$ cat src/egb_pkg.sv
// exposure, gain and black-level control: shared constants
// assumes one clock at CLK_MHZ; field bits numbered from the lsb
`default_nettype none
package egb_pkg;
    // csr byte addresses
    localparam logic [31:0] BLACK_LEVEL_CONTROL_ADDR = 32'hf0f00800;
    localparam logic [31:0] TARGET_LEVEL_CONTROL_ADDR = 32'hf0f00804;
    localparam logic [31:0] GAIN_CONTROL_ADDR = 32'hf0f00820;
    // common feature field layout
    localparam int PRESENT_BIT = 0;
    localparam int ABS_BIT = 1;
    localparam int ONE_PUSH_BIT = 5;
    localparam int ON_OFF_BIT = 6;
    localparam int AUTO_BIT = 7;
    localparam int VALUE_LSB = 20;
    localparam int VALUE_W = 12;
    // value ranges and reset values
    localparam logic [11:0] TARGET_MIN = 12'h032;
    localparam logic [11:0] TARGET_MAX = 12'h0cd;
    localparam logic [11:0] TARGET_RESET = 12'h080;
    localparam logic [11:0] GAIN_MIN = 12'h000;
    localparam logic [11:0] GAIN_MAX = 12'h2a8;
    localparam logic [11:0] GAIN_RESET = 12'h000;
    localparam logic [11:0] BLACK_MIN = 12'h000;
    localparam logic [11:0] BLACK_MAX = 12'h100;
    localparam logic [11:0] BLACK_RESET = 12'h000;
    // analog slope of one gain code, micro-dB
    localparam int GAIN_UDB_PER_STEP = 35400;
    // auto loop tuning
    localparam logic [8:0] LEVEL_TOL = 9'h002;
    localparam logic [11:0] GAIN_STEP = 12'h004;
    // one-push timeout
    localparam int CLK_MHZ = 200;
    localparam int ONE_PUSH_TIME_US = 5000;
    localparam int ONE_PUSH_CYC = ONE_PUSH_TIME_US * CLK_MHZ;

    // limit a value field to its legal range
    function automatic logic [11:0] clampVal(input logic [11:0] v,
                                             input logic [11:0] lo,
                                             input logic [11:0] hi);
        clampVal = (v < lo) ? lo : ((v > hi) ? hi : v);
    endfunction : clampVal
endpackage : egb_pkg
`default_nettype wire

$ cat src/egb_feature.sv
// one feature control register in the common field layout
// assumes wrStrobe is a one-cycle pulse already decoded for this address
`timescale 1ns/1ps
`default_nettype none
module egb_feature
    import egb_pkg::*;
#(
    parameter bit PRESENT = 1'b1,
    parameter logic [11:0] VAL_MIN = 12'h000,
    parameter logic [11:0] VAL_MAX = 12'hfff,
    parameter logic [11:0] VAL_RESET = 12'h000
) (
    input wire logic clk,
    input wire logic rst_b,
    input wire logic wrStrobe,
    input wire logic [31:0] wrWord,
    input wire logic opDone,
    output logic [11:0] value,
    output logic absSel,
    output logic onOff,
    output logic autoMode,
    output logic busy,
    output logic [31:0] readWord
);
    logic [11:0] wrValue;
    logic valueOpen;

    assign wrValue = wrWord[VALUE_LSB +: VALUE_W];
    // value is taken only with the switch on and manual mode in the same word
    assign valueOpen = wrWord[ON_OFF_BIT] & ~wrWord[AUTO_BIT];

    // control bits; an absent feature keeps them all low
    always_ff @(posedge clk or negedge rst_b) begin
        if (!rst_b) begin
            absSel <= 1'b0;
            onOff <= 1'b0;
            autoMode <= 1'b0;
        end else if (wrStrobe && PRESENT) begin
            absSel <= wrWord[ABS_BIT];
            onOff <= wrWord[ON_OFF_BIT];
            autoMode <= wrWord[AUTO_BIT];
        end
    end

    // value field, clamped into range
    always_ff @(posedge clk or negedge rst_b) begin
        if (!rst_b) begin
            value <= VAL_RESET;
        end else if (wrStrobe && PRESENT && valueOpen) begin
            value <= clampVal(wrValue, VAL_MIN, VAL_MAX);
        end
    end

    // one-push busy; a new start wins over a done in the same cycle
    always_ff @(posedge clk or negedge rst_b) begin
        if (!rst_b) begin
            busy <= 1'b0;
        end else if (wrStrobe && PRESENT && wrWord[ONE_PUSH_BIT] && !wrWord[AUTO_BIT]) begin
            busy <= 1'b1;
        end else if (opDone) begin
            busy <= 1'b0;
        end
    end

    // read image; reserved bits stay zero
    always_comb begin
        readWord = 32'h0000_0000;
        readWord[PRESENT_BIT] = PRESENT;
        readWord[ABS_BIT] = absSel;
        readWord[ONE_PUSH_BIT] = busy;
        readWord[ON_OFF_BIT] = onOff;
        readWord[AUTO_BIT] = autoMode;
        readWord[VALUE_LSB +: VALUE_W] = value;
    end
endmodule : egb_feature
`default_nettype wire

$ cat src/egb_onepush.sv
// one-push timer: ends a single adjustment on settle or on timeout
// assumes busy is held by the feature register until done is seen
`timescale 1ns/1ps
`default_nettype none
module egb_onepush #(
    parameter int CYC = 1000000
) (
    input wire logic clk,
    input wire logic rst_b,
    input wire logic busy,
    input wire logic settle,
    output logic done
);
    logic [31:0] count;

    // count only while an operation runs
    always_ff @(posedge clk or negedge rst_b) begin
        if (!rst_b) begin
            count <= 32'h0000_0000;
        end else if (!busy || done) begin
            count <= 32'h0000_0000;
        end else begin
            count <= count + 32'h0000_0001;
        end
    end

    // a loop that never settles must still free the busy bit
    always_ff @(posedge clk or negedge rst_b) begin
        if (!rst_b) begin
            done <= 1'b0;
        end else begin
            done <= busy && !done && (settle || count >= 32'(CYC - 1));
        end
    end
endmodule : egb_onepush
`default_nettype wire

$ cat src/egb_csr_top.sv
// file holds the csr bank for target level, black level and gain,
// plus the automatic gain loop that the target level steers.
// assumes a register port already decoded from the camera bus,
// and a per-frame mean brightness measurement from the video path.
`timescale 1ns/1ps
`default_nettype none
module egb_csr_top
    import egb_pkg::*;
#(
    parameter int ONE_PUSH_MAX = ONE_PUSH_CYC,
    parameter logic [11:0] GAIN_LO = GAIN_MIN,
    parameter logic [11:0] GAIN_HI = GAIN_MAX
) (
    input wire logic clk,
    input wire logic rst_b,
    input wire logic csrWrite,
    input wire logic csrRead,
    input wire logic [31:0] csrAddr,
    input wire logic [31:0] csrWrData,
    output logic [31:0] csrRdData,
    output logic csrRdValid,
    output logic csrAddrErr,
    input wire logic [11:0] absGain,
    input wire logic [11:0] absTarget,
    input wire logic [11:0] absBlack,
    input wire logic [7:0] avgLevel,
    input wire logic avgValid,
    output logic [11:0] gainCode,
    output logic [11:0] blackOffset,
    output logic [7:0] targetLevel,
    output logic autoSettled
);

    // ------------------------------------------------------------
    // address decode
    // ------------------------------------------------------------

    logic selBlack;
    logic selTarget;
    logic selGain;
    logic selAny;

    // full 32-bit match; anything else is unmapped
    assign selBlack = (csrAddr == BLACK_LEVEL_CONTROL_ADDR);
    assign selTarget = (csrAddr == TARGET_LEVEL_CONTROL_ADDR);
    assign selGain = (csrAddr == GAIN_CONTROL_ADDR);
    assign selAny = selBlack | selTarget | selGain;

    // ------------------------------------------------------------
    // feature registers
    // ------------------------------------------------------------

    logic [11:0] blackValue;
    logic blackAbs;
    logic blackOn;
    logic blackAuto;
    logic blackBusy;
    logic [31:0] blackWord;

    logic [11:0] targetValue;
    logic targetAbs;
    logic targetOn;
    logic targetAuto;
    logic targetBusy;
    logic [31:0] targetWord;

    logic [11:0] gainValue;
    logic gainAbs;
    logic gainOn;
    logic gainAuto;
    logic gainBusy;
    logic [31:0] gainWord;

    logic gainDone;
    logic settlePulse;

    // black level: 1/16 gray steps, 256 codes span 16 gray values
    egb_feature #(
        .PRESENT(1'b1),
        .VAL_MIN(BLACK_MIN),
        .VAL_MAX(BLACK_MAX),
        .VAL_RESET(BLACK_RESET)
    ) uBlack (
        .clk(clk),
        .rst_b(rst_b),
        .wrStrobe(csrWrite && selBlack),
        .wrWord(csrWrData),
        .opDone(blackBusy),
        .value(blackValue),
        .absSel(blackAbs),
        .onOff(blackOn),
        .autoMode(blackAuto),
        .busy(blackBusy),
        .readWord(blackWord)
    );

    // target level: the device clamps values outside its range to its ends
    egb_feature #(
        .PRESENT(1'b1),
        .VAL_MIN(TARGET_MIN),
        .VAL_MAX(TARGET_MAX),
        .VAL_RESET(TARGET_RESET)
    ) uTarget (
        .clk(clk),
        .rst_b(rst_b),
        .wrStrobe(csrWrite && selTarget),
        .wrWord(csrWrData),
        .opDone(targetBusy),
        .value(targetValue),
        .absSel(targetAbs),
        .onOff(targetOn),
        .autoMode(targetAuto),
        .busy(targetBusy),
        .readWord(targetWord)
    );

    // gain: codes 0..680, the loop below ends its one-push
    egb_feature #(
        .PRESENT(1'b1),
        .VAL_MIN(GAIN_LO),
        .VAL_MAX(GAIN_HI),
        .VAL_RESET(GAIN_RESET)
    ) uGain (
        .clk(clk),
        .rst_b(rst_b),
        .wrStrobe(csrWrite && selGain),
        .wrWord(csrWrData),
        .opDone(gainDone),
        .value(gainValue),
        .absSel(gainAbs),
        .onOff(gainOn),
        .autoMode(gainAuto),
        .busy(gainBusy),
        .readWord(gainWord)
    );

    // single adjustment ends when the loop settles or times out
    // the timeout keeps a scene that never settles from pinning busy
    egb_onepush #(
        .CYC(ONE_PUSH_MAX)
    ) uGainPush (
        .clk(clk),
        .rst_b(rst_b),
        .busy(gainBusy),
        .settle(settlePulse),
        .done(gainDone)
    );

    // ------------------------------------------------------------
    // setting selection
    // ------------------------------------------------------------

    logic [11:0] manualGain;
    logic [11:0] targetSel;
    logic [11:0] blackSel;
    logic loopRun;

    // absolute input or value field; the absolute path meets the same clamp as the field,
    // so a wild absolute input can never leave the legal range
    function automatic logic [11:0] pickSetting(input logic useAbs,
                                                input logic [11:0] absVal,
                                                input logic [11:0] fieldVal,
                                                input logic [11:0] lo,
                                                input logic [11:0] hi);
        pickSetting = useAbs ? clampVal(absVal, lo, hi) : fieldVal;
    endfunction : pickSetting

    // absolute select replaces the value field
    assign manualGain = pickSetting(gainAbs, absGain, gainValue, GAIN_LO, GAIN_HI);
    assign targetSel = pickSetting(targetAbs, absTarget, targetValue,
                                   TARGET_MIN, TARGET_MAX);
    assign blackSel = pickSetting(blackAbs, absBlack, blackValue,
                                  BLACK_MIN, BLACK_MAX);

    // the target steers nothing unless auto gain is really running;
    // a one-push run borrows the loop in manual mode until it ends
    assign loopRun = gainOn && (gainAuto || gainBusy) && targetOn;

    // ------------------------------------------------------------
    // automatic gain loop
    // ------------------------------------------------------------

    logic [8:0] levelLow;
    logic [8:0] levelHigh;
    logic [8:0] targetWide;
    logic tooDark;
    logic tooBright;
    logic [11:0] gainUp;
    logic [11:0] gainDown;
    logic [11:0] loopGain;

    // widen before adding the tolerance so 255 cannot wrap;
    // the dead band either side of the target stops the loop hunting
    // one step up and down on every frame
    assign levelLow = {1'b0, avgLevel} + LEVEL_TOL;
    assign levelHigh = {1'b0, avgLevel};
    assign targetWide = {1'b0, targetSel[7:0]};
    assign tooDark = (levelLow < targetWide);
    assign tooBright = (levelHigh > targetWide + LEVEL_TOL);

    // step sums stay in 12 bits; the clamp keeps them legal
    assign gainUp = (loopGain > GAIN_HI - GAIN_STEP) ? GAIN_HI : loopGain + GAIN_STEP;
    assign gainDown = (loopGain < GAIN_LO + GAIN_STEP) ? GAIN_LO : loopGain - GAIN_STEP;

    // loop gain tracks the manual setting while the loop is idle,
    // so entering auto starts from the picture already on screen
    always_ff @(posedge clk or negedge rst_b) begin
        if (!rst_b) begin
            loopGain <= GAIN_RESET;
        end else if (!loopRun) begin
            loopGain <= manualGain;
        end else if (avgValid && tooDark) begin
            loopGain <= clampVal(gainUp, GAIN_LO, GAIN_HI);
        end else if (avgValid && tooBright) begin
            loopGain <= clampVal(gainDown, GAIN_LO, GAIN_HI);
        end
    end

    // a measurement inside the band counts as settled
    always_ff @(posedge clk or negedge rst_b) begin
        if (!rst_b) begin
            settlePulse <= 1'b0;
        end else begin
            settlePulse <= loopRun && avgValid && !tooDark && !tooBright;
        end
    end

    // settled level drops at the next miss or when the loop stops
    always_ff @(posedge clk or negedge rst_b) begin
        if (!rst_b) begin
            autoSettled <= 1'b0;
        end else if (!loopRun) begin
            autoSettled <= 1'b0;
        end else if (avgValid) begin
            autoSettled <= !tooDark && !tooBright;
        end
    end

    // ------------------------------------------------------------
    // analog outputs
    // ------------------------------------------------------------

    // gain goes straight to the amplifier; no frame sync needed,
    // so a change may land mid-frame, the price of one-write updates;
    // one analog code is worth GAIN_UDB_PER_STEP micro-dB
    always_ff @(posedge clk or negedge rst_b) begin
        if (!rst_b) begin
            gainCode <= GAIN_RESET;
        end else if (!gainOn) begin
            gainCode <= GAIN_LO;
        end else begin
            gainCode <= loopRun ? loopGain : manualGain;
        end
    end

    // offset depends only on its own register and absBlack, never on gain
    always_ff @(posedge clk or negedge rst_b) begin
        if (!rst_b) begin
            blackOffset <= BLACK_RESET;
        end else if (!blackOn) begin
            blackOffset <= BLACK_MIN;
        end else begin
            blackOffset <= blackSel;
        end
    end

    // target seen by the shutter side as well
    always_ff @(posedge clk or negedge rst_b) begin
        if (!rst_b) begin
            targetLevel <= TARGET_RESET[7:0];
        end else begin
            targetLevel <= targetSel[7:0];
        end
    end

    // ------------------------------------------------------------
    // register read port
    // ------------------------------------------------------------

    logic [31:0] next_rdData;

    // unmapped reads return zero rather than stale data
    always_comb begin
        next_rdData = 32'h0000_0000;
        if (selBlack) begin
            next_rdData = blackWord;
        end else if (selTarget) begin
            next_rdData = targetWord;
        end else if (selGain) begin
            next_rdData = gainWord;
        end
    end

    // data and valid appear together one cycle after the read
    // a write in the same cycle lands later, so the read sees old contents
    always_ff @(posedge clk or negedge rst_b) begin
        if (!rst_b) begin
            csrRdData <= 32'h0000_0000;
            csrRdValid <= 1'b0;
        end else begin
            csrRdValid <= csrRead;
            if (csrRead) begin
                csrRdData <= next_rdData;
            end
        end
    end

    // flag any access, read or write, to an address we do not own
    // writes count too, so a mistyped address never vanishes unseen
    always_ff @(posedge clk or negedge rst_b) begin
        if (!rst_b) begin
            csrAddrErr <= 1'b0;
        end else begin
            csrAddrErr <= (csrRead || csrWrite) && !selAny;
        end
    end

    // the value field carries no meaning when readout is absent;
    // software side handles it, the hardware still returns value

endmodule : egb_csr_top
`default_nettype wire

$ cat config.mk
export PLATFORM = sky130hd
export DESIGN_NAME = egb_csr_top
export DESIGN_NICKNAME = d
export VERILOG_FILES = /design/src/egb_pkg.sv /design/src/egb_feature.sv /design/src/egb_onepush.sv /design/src/egb_csr_top.sv
export SDC_FILE = /design/constraint.sdc
export NUM_CORES = 1
export LEC_CHECK = 0
export ABC_AREA = 0
export BUFFER_PORTS_ARGS = -buffer_cell sky130_fd_sc_hd__buf_4
export CORE_MARGIN = 8
export CORE_UTILIZATION = 34
export CTS_CLUSTER_DIAMETER = 200
export CTS_CLUSTER_SIZE = 30
export DETAILED_ROUTE_END_ITERATION = 10
export PLACE_DENSITY = 0.61
export SLEW_MARGIN = 5
export SYNTH_ARGS = -nofsm -noshare
export SYNTH_HDL_FRONTEND = slang
export SYNTH_SLANG_ARGS = --single-unit
$ cat constraint.sdc
create_clock -name clk -period 3 [get_ports clk]
set_input_delay 0.3 -clock clk [delete_from_list [all_inputs] [get_ports clk]]
set_output_delay 0.3 -clock clk [all_outputs]
set_load 0.005 [all_outputs]
==> metrics.cfg, run 1 <==
[sta]
fin_ws_ns=-0.438
rsz0062_at_grt=true
slew_viol_final=0
setup_tns_ns=-4.83
finClkSkew_ns=0.0127
period_share=1.15
holdWs_ns=0.0988
fin_crit_ns=3.44
worstMarginPinSlew_ns=1.03
setup_violations=14
hold_viol=0
timing.fmax_mhz=291
slew_headroom=0.317

[place]
gp_congestion=0.917
port_buffers=148
dp_cells=1387
hpwl_um=19200

[synthesis]
syn_avg_cell_area_um2=9.31
synth_top_area_share=0.440
synth.yosys.seq_area_share=0.446
yosysUniqueCellTypes=82
yosysWarnings=0
synth_area_um2=8200
yosys.cell_count.top_type=dfrtp_1
ys.flop_type=dfrtp_1
synth_edf_count=0
yosysTopAreaCell=dfrtp_1
synth-seq-cells=146
synthTopCellsByArea=dfrtp_1, nand2_1, nor2_1
synth_commonest_cells=dfrtp_1, nand2_1, nor2_1
synthArstFlopShare=1.00
syn_inst=880

[floorplanning]
pin_count=180
rows=57
dieArea_um2=29300
die_w_um=171
initial_utilization=0.342
dieHeight_um=171
design.core.area_um2=24000

[final_layout]
antenna_cells=0
fin_util=0.466
instances_no_fill=1459
final_nets=1256
drive_gt1_frac=0.317
area_delta_synth_final_pct=36.3
nFillCells=2339

[grt]
grt_max_degree=78
grt_pass1_wl_um=41200
gr-total-overflow=0
grt_antenna_before_repair=1
grt_pass1_vias=7800
grt_usage=0.178

[worst_setup_path]
r2r_slack_ns=-0.25
crit_path_end_kind=flip-flop
r2r-end=loopGain[4]
cp.required_ns=3.32
slowest_delay_ns=0.55
cpMostUsedCell=buf_4
worstPathArrival_ns=3.76
reg2reg_depth=13
crit_fanout=8
start_kind=primary input
path_cells=buf_6, or4_4, nor4_4, buf_4, a31oi_1, a21oi_1, inv_1, buf_4, buf_4, xnor2_2, ha_1, o211ai_1, nand2_1, o21ai_2, a21oi_2, a21oi_2, o21ai_4, buf_12, a21boi_1, o21a_1
reg2reg_from=uTarget.absSel
path_delay_family=compound AO/OA/AOI/OAI gates
cp_num_buf_inv=6
slowest_stage=or4_4
crit_type=primary input to flip-flop

[route]
first_pass_iters=5
wl_met1_um=11200
routed.top_layer=met5
drc=0
ant_nets=0
wl_met2_um=12300
finalWirelength_um=25700
num_vias=7556
wire_per_inst_um=17.6
wl_met3_um=1510
drt-initial-drc-count=506
post_drt_via_cell_ratio=5.18

[min_path]
hold_start=absBlack[6]
hold_end=blackOffset[6]
hold_class=primary input to flip-flop
whs_path_depth=2

[power]
power.total_uw=4550
power-per-cell-area_nw_per_um2=408
p_leak_uw=0.00517
ir_worst_vdd_mv=0.276

[clock_tree]
cts_max_level=4
root_buffer=clkbuf_16
clock_sinks=146
cts_tree=yes
cts_made_buffers=17
cts_buffer_depth=2
insertion_delay_ns=0.43
path_clk_slew_ns=0.06

[job]
cap_violations=0

[status]
violations=setup timing
status=finished with violations

[final cells by class]
cell class / instances / area, um2 / area share
clock buffers: 19 / 453 / 0.0406
clock inverters: 13 / 148 / 0.0132
inverters: 36 / 135 / 0.0121
multi-input cells: 661 / 4350 / 0.390
flip-flops and latches: 146 / 3660 / 0.328
well taps: 324 / 405 / 0.0363
repair buffers: 260 / 2010 / 0.180
[flip-flops by register name, summed over array words and instances, names as in the netlist, 8 cells and up]
name,cells
uBlack.value,12
uGain.value,12
blackOffset,12
gainCode,12
csrRdData,17
uGainPush.count,32
loopGain,12
targetLevel,8
uTarget.value,12
[timing repair]
item,in CTS,in global routing
gates resized for setup,21,29
hold endpoints to repair,71,0
endpoints found under the setup margin,14,15
buffers inserted,40,3
cloned,1,0
hold buffers,1,0
pin swaps,13,18
[report_power, final]
part           total [uW]  internal, uW  switching, uW
Clock                2180          1280            896
Sequential           1990          1980           6.56
Combinational         388           188            200
Total                4550          3450           1100
[placed cells by master (no fill, tap or decap), drive strengths merged, types with 4 or more instances in the layout]
master,instances
a21boi,12
a21oi,47
nand2b,7
nand4b,4
nand4,17
o211ai,5
ha,21
nor3,24
xor2,22
clkbuf,20
dfrtp,144
and3,15
o311ai,4
xnor2,21
o21ai,66
and2,15
o31ai,5
a31oi,9
inv,41
nor2,83
o21a,5
mux2,19
conb,15
a22oi,12
nand3,36
a22o,21
nor4b,6
nor3b,4
nand2,84
buf,258
or4,5
mux2i,6
nor2b,10
nor4,16
or3,4
[worst max path at each step]
stage	slack, ns	to	cells past startpoint	startpoint
after floorplan	-0.47	loopGain[3]	20	absTarget[11]
after global placement	-0.91	loopGain[4]	20	absTarget[11]
after detailed placement	-0.94	loopGain[4]	20	absTarget[11]
after CTS	-0.32	loopGain[5]	20	absTarget[11]
after global routing	-0.55	loopGain[3]	20	absTarget[11]
final	-0.44	loopGain[5]	20	absTarget[11]
[worst reg2reg max path, cell delays in order, from the launching register on]
cell and delay [ns]:
dfrtp_2 0.50, nand2b_4 0.09, o2bb2ai_1 0.35, buf_4 0.21, inv_1 0.04, ha_1 0.21
or4_4 0.51, o21a_1 0.23, buf_6 0.14, nor3_4 0.20, o211ai_4 0.13, o31a_1 0.33
a2bb2oi_2 0.13, o21a_1 0.12
[cell families (layout without fill, tap and decap cells)]
family | count (synthesis) | count (layout) | share of synthesized area
other | 1 | 15 | 0.000458
multiplexers | 25 | 25 | 0.0334
AO/OA/AOI/OAI | 215 | 215 | 0.174
XOR/XNOR | 43 | 43 | 0.0460
flip-flops | 146 | 146 | 0.446
adder cells (fa/ha/maj) | 22 | 22 | 0.0333
AND/OR/NAND/NOR | 341 | 341 | 0.218
buffers and inverters | 87 | 328 | 0.0490
[routing by layer]
metal	track usage	up-vias
met5	0	-
met4	0.0635	2
met3	0.0454	40
met2	0.289	256
met1	0.227	3625
li1	-	3633
[stage by stage]
step | setup slack [ns] | cell area (um2)
finish | -0.438 | 11200
CTS | -0.321 | 11100
global route | -0.553 | 11200
floorplan | -0.473 | 8260
detailed placement | -0.943 | 10100
global placement | -0.913 | 10100
(Power assumes the default switching activity.)
==> run 2: changes to the inputs <==
--- a/config.mk
+++ b/config.mk
@@ -12,8 +12,9 @@
 export CTS_CLUSTER_DIAMETER = 200
 export CTS_CLUSTER_SIZE = 30
 export DETAILED_ROUTE_END_ITERATION = 10
-export PLACE_DENSITY = 0.61
+export PLACE_DENSITY = 0.6
 export SLEW_MARGIN = 5
 export SYNTH_ARGS = -nofsm -noshare
 export SYNTH_HDL_FRONTEND = slang
+export SYNTH_HIERARCHICAL = 1
 export SYNTH_SLANG_ARGS = --single-unit
==> metrics.cfg, run 2 <==
[status]
status=finished with violations
violations=setup timing

[synthesis]
synth_area_um2=10000  ; +22%
syn_avg_cell_area_um2=8.97  ; -3.7%
syn_inst=1118  ; +27%
yosysWarnings=6  ; +6

[final_layout]
design_area_um2=12500  ; +12%
drive_gt1_frac=0.270  ; -0.0467
area_delta_synth_final_pct=25.1
final_nets=1426  ; +14%
nFillCells=2934  ; +25%
seq_area_um2=4030  ; +10%
layout_commonest_cell=buf_4
reg_top3=csrRdData x32, uGainPush/count x32
multi_input_area_um2=5100  ; +17%
antenna_cells=0  ; unchanged
layout_common_cells=buf_4, dfrtp_1, o21ai_0

[worst_setup_path]
crit_type=primary input to flip-flop
cp_num_buf_inv=4  ; -2
crit_path_start=absTarget[8]
crit_fanout=4  ; -4
reg2reg_from=uTarget/value[7]
worstPathArrival_ns=3.76  ; about the same
path_cells=buf_6, or4_4, o41ai_4, buf_4, a21oi_2, nor2_2, inv_1, ha_1, o21a_1, o211ai_1, a21oi_2, or4b_4, or2_4, o31ai_4, buf_12, a311oi_2, o32a_1
slowest_stage=or4_4
cpMostUsedCell=a21oi_2
path_delay_family=simple AND/OR/NAND/NOR gates
slowest_delay_ns=0.55  ; about the same
crit_path_end_kind=flip-flop
start_kind=primary input
cp.required_ns=3.31  ; about the same

[sta]
worstMarginPinSlew_ns=1.16  ; +0.130 ns
slew_headroom=0.230  ; -0.0870
period_share=1.15  ; +0.00414
setup_violations=14  ; unchanged
finClkSkew_ns=0.0157  ; +0.00298 ns
fin_crit_ns=3.45  ; +0.0124 ns
hold_viol=0  ; unchanged
holdWs_ns=0.0897  ; -0.00905 ns
rsz0062_at_grt=true
slew_viol_final=0  ; unchanged
timing.fmax_mhz=290  ; -0.36%
fin_ws_ns=-0.450  ; -0.0124 ns

[route]
num_vias=8766  ; +16%
post_drt_via_cell_ratio=5.17  ; -0.14%
drc=0  ; unchanged
wire_per_inst_um=17.5  ; -0.52%
ant_nets=0  ; unchanged
finalWirelength_um=29700  ; +16%
drt-initial-drc-count=710  ; +40%
first_pass_iters=6  ; +1

[place]
port_buffers=163  ; +10%
post-place-ws_ns=-0.999  ; -0.0555 ns
place_area_um2=11700  ; +16%
hpwl_um=22000  ; +15%
gp_congestion=0.912  ; -0.58%

[floorplanning]
dieArea_um2=35200  ; +20%
die_w_um=188  ; +9.6%
rows=63  ; +11%
dieHeight_um=188  ; +9.6%
initial_utilization=0.342  ; about the same
pin_count=180  ; unchanged
design.core.area_um2=29300  ; +22%

[clock_tree]
insertion_delay_ns=0.44  ; about the same
root_buffer=clkbuf_16
cts_made_buffers=17  ; unchanged
cts_tree=yes
cts_buffer_depth=2  ; unchanged
clock_sinks=161  ; +10%
cts_max_level=4  ; unchanged
path_clk_slew_ns=0.07  ; about the same

[power]
pwr-share-comb=0.119  ; +0.034
pwr-share-seq=0.458  ; +0.022
switching_power_uw=1320  ; +20%
switching_share=0.265  ; +0.0232
clockPowerShare=0.423  ; -0.055
p_leak_uw=0.00572  ; +11%
power-per-cell-area_nw_per_um2=396  ; -2.9%
ir_worst_vdd_mv=0.349  ; +27%
intPower_uw=3650  ; +5.7%

[grt]
grt_usage=0.164  ; -0.0142
grt_antenna_before_repair=1  ; unchanged
grt_max_degree=67  ; -14%
gr-total-overflow=0  ; unchanged
grt_pass1_vias=8514  ; +9.2%
grt_pass1_wl_um=47100  ; +14%

[min_path]
hold_start=absBlack[1]
hold_class=primary input to flip-flop

[job]
cap_violations=0  ; unchanged

-- run 2: worst paths after layout --
kind | slack, ns | cells past startpoint | end
max in group asynchronous | 1.85 | 3 | csrRdData[26]
hold reg to reg | 0.49 | 1 | uTarget/value[11]
min in group asynchronous | 0.43 | 2 | uGainPush/count[3]
hold / removal | 0.09 | 2 | blackOffset[1]
setup reg to reg | -0.44 | 13 | loopGain[7]
setup / recovery | -0.45 | 17 | loopGain[7]
-- run 2: what timing repair did --
action | 4_1_cts | 5_1_grt
hold endpoints to repair | 49 | 0
buffers inserted | 7 | 4
gates resized for setup | 30 | 18
cloned | 2 | 0
hold buffers | 1 | 0
endpoints found under the setup margin | 14 | 14
pin swaps | 15 | 20
-- run 2: per-stage QoR --
step	setup TNS, ns	total power [uW]	instances	util
3_5_place_dp	-12.06	2850	1649	0.398
6_report	-4.37	4970	1695	0.428
2_1_floorplan	-8.00	2610	1160	-
5_1_grt	-6.19	5170	1695	0.428
3_3_place_gp	-11.57	2840	1649	0.398
4_1_cts	-4.67	4990	1691	0.424
-- run 2: power groups by stage --
stage	sequential [uW]	combinational, uW	clock (uW)
2_1_floorplan	2300	309	0
3_3_place_gp	2310	532	0
3_5_place_dp	2310	538	0
4_1_cts	2270	571	2140
5_1_grt	2280	652	2240
6_report	2270	590	2100
-- run 2: layout make-up --
cell class                      count  share of cell area
Multi-Input combinational cell    773               0.406
Sequential cell                   161               0.322
Timing Repair Buffer              262               0.166
Tap cell                          390              0.0389
Clock buffer                       18              0.0342
Inverter                           77              0.0230
Clock inverter                     14              0.0104
-- run 2: per-layer routing --
layer | vias up | global-route usage | share of wire
met5 | - | 0 | 0.00030
met4 | 2 | 0.0579 | 0.026
met3 | 49 | 0.0384 | 0.060
met2 | 285 | 0.247 | 0.45
met1 | 4190 | 0.227 | 0.47
li1 | 4240 | - | -
-- run 2: worst register-to-register path: stages, from the launching register on --
cell and delay, ns:
dfstp_2 0.54, nor2_1 0.07, a21oi_1 0.20, inv_1 0.11
ha_1 0.31, a21oi_1 0.15, o21ai_1 0.11, or2_2 0.29
or4b_4 0.58, or2_4 0.28, o31ai_4 0.08, buf_12 0.16
a311oi_2 0.10, o32a_1 0.35
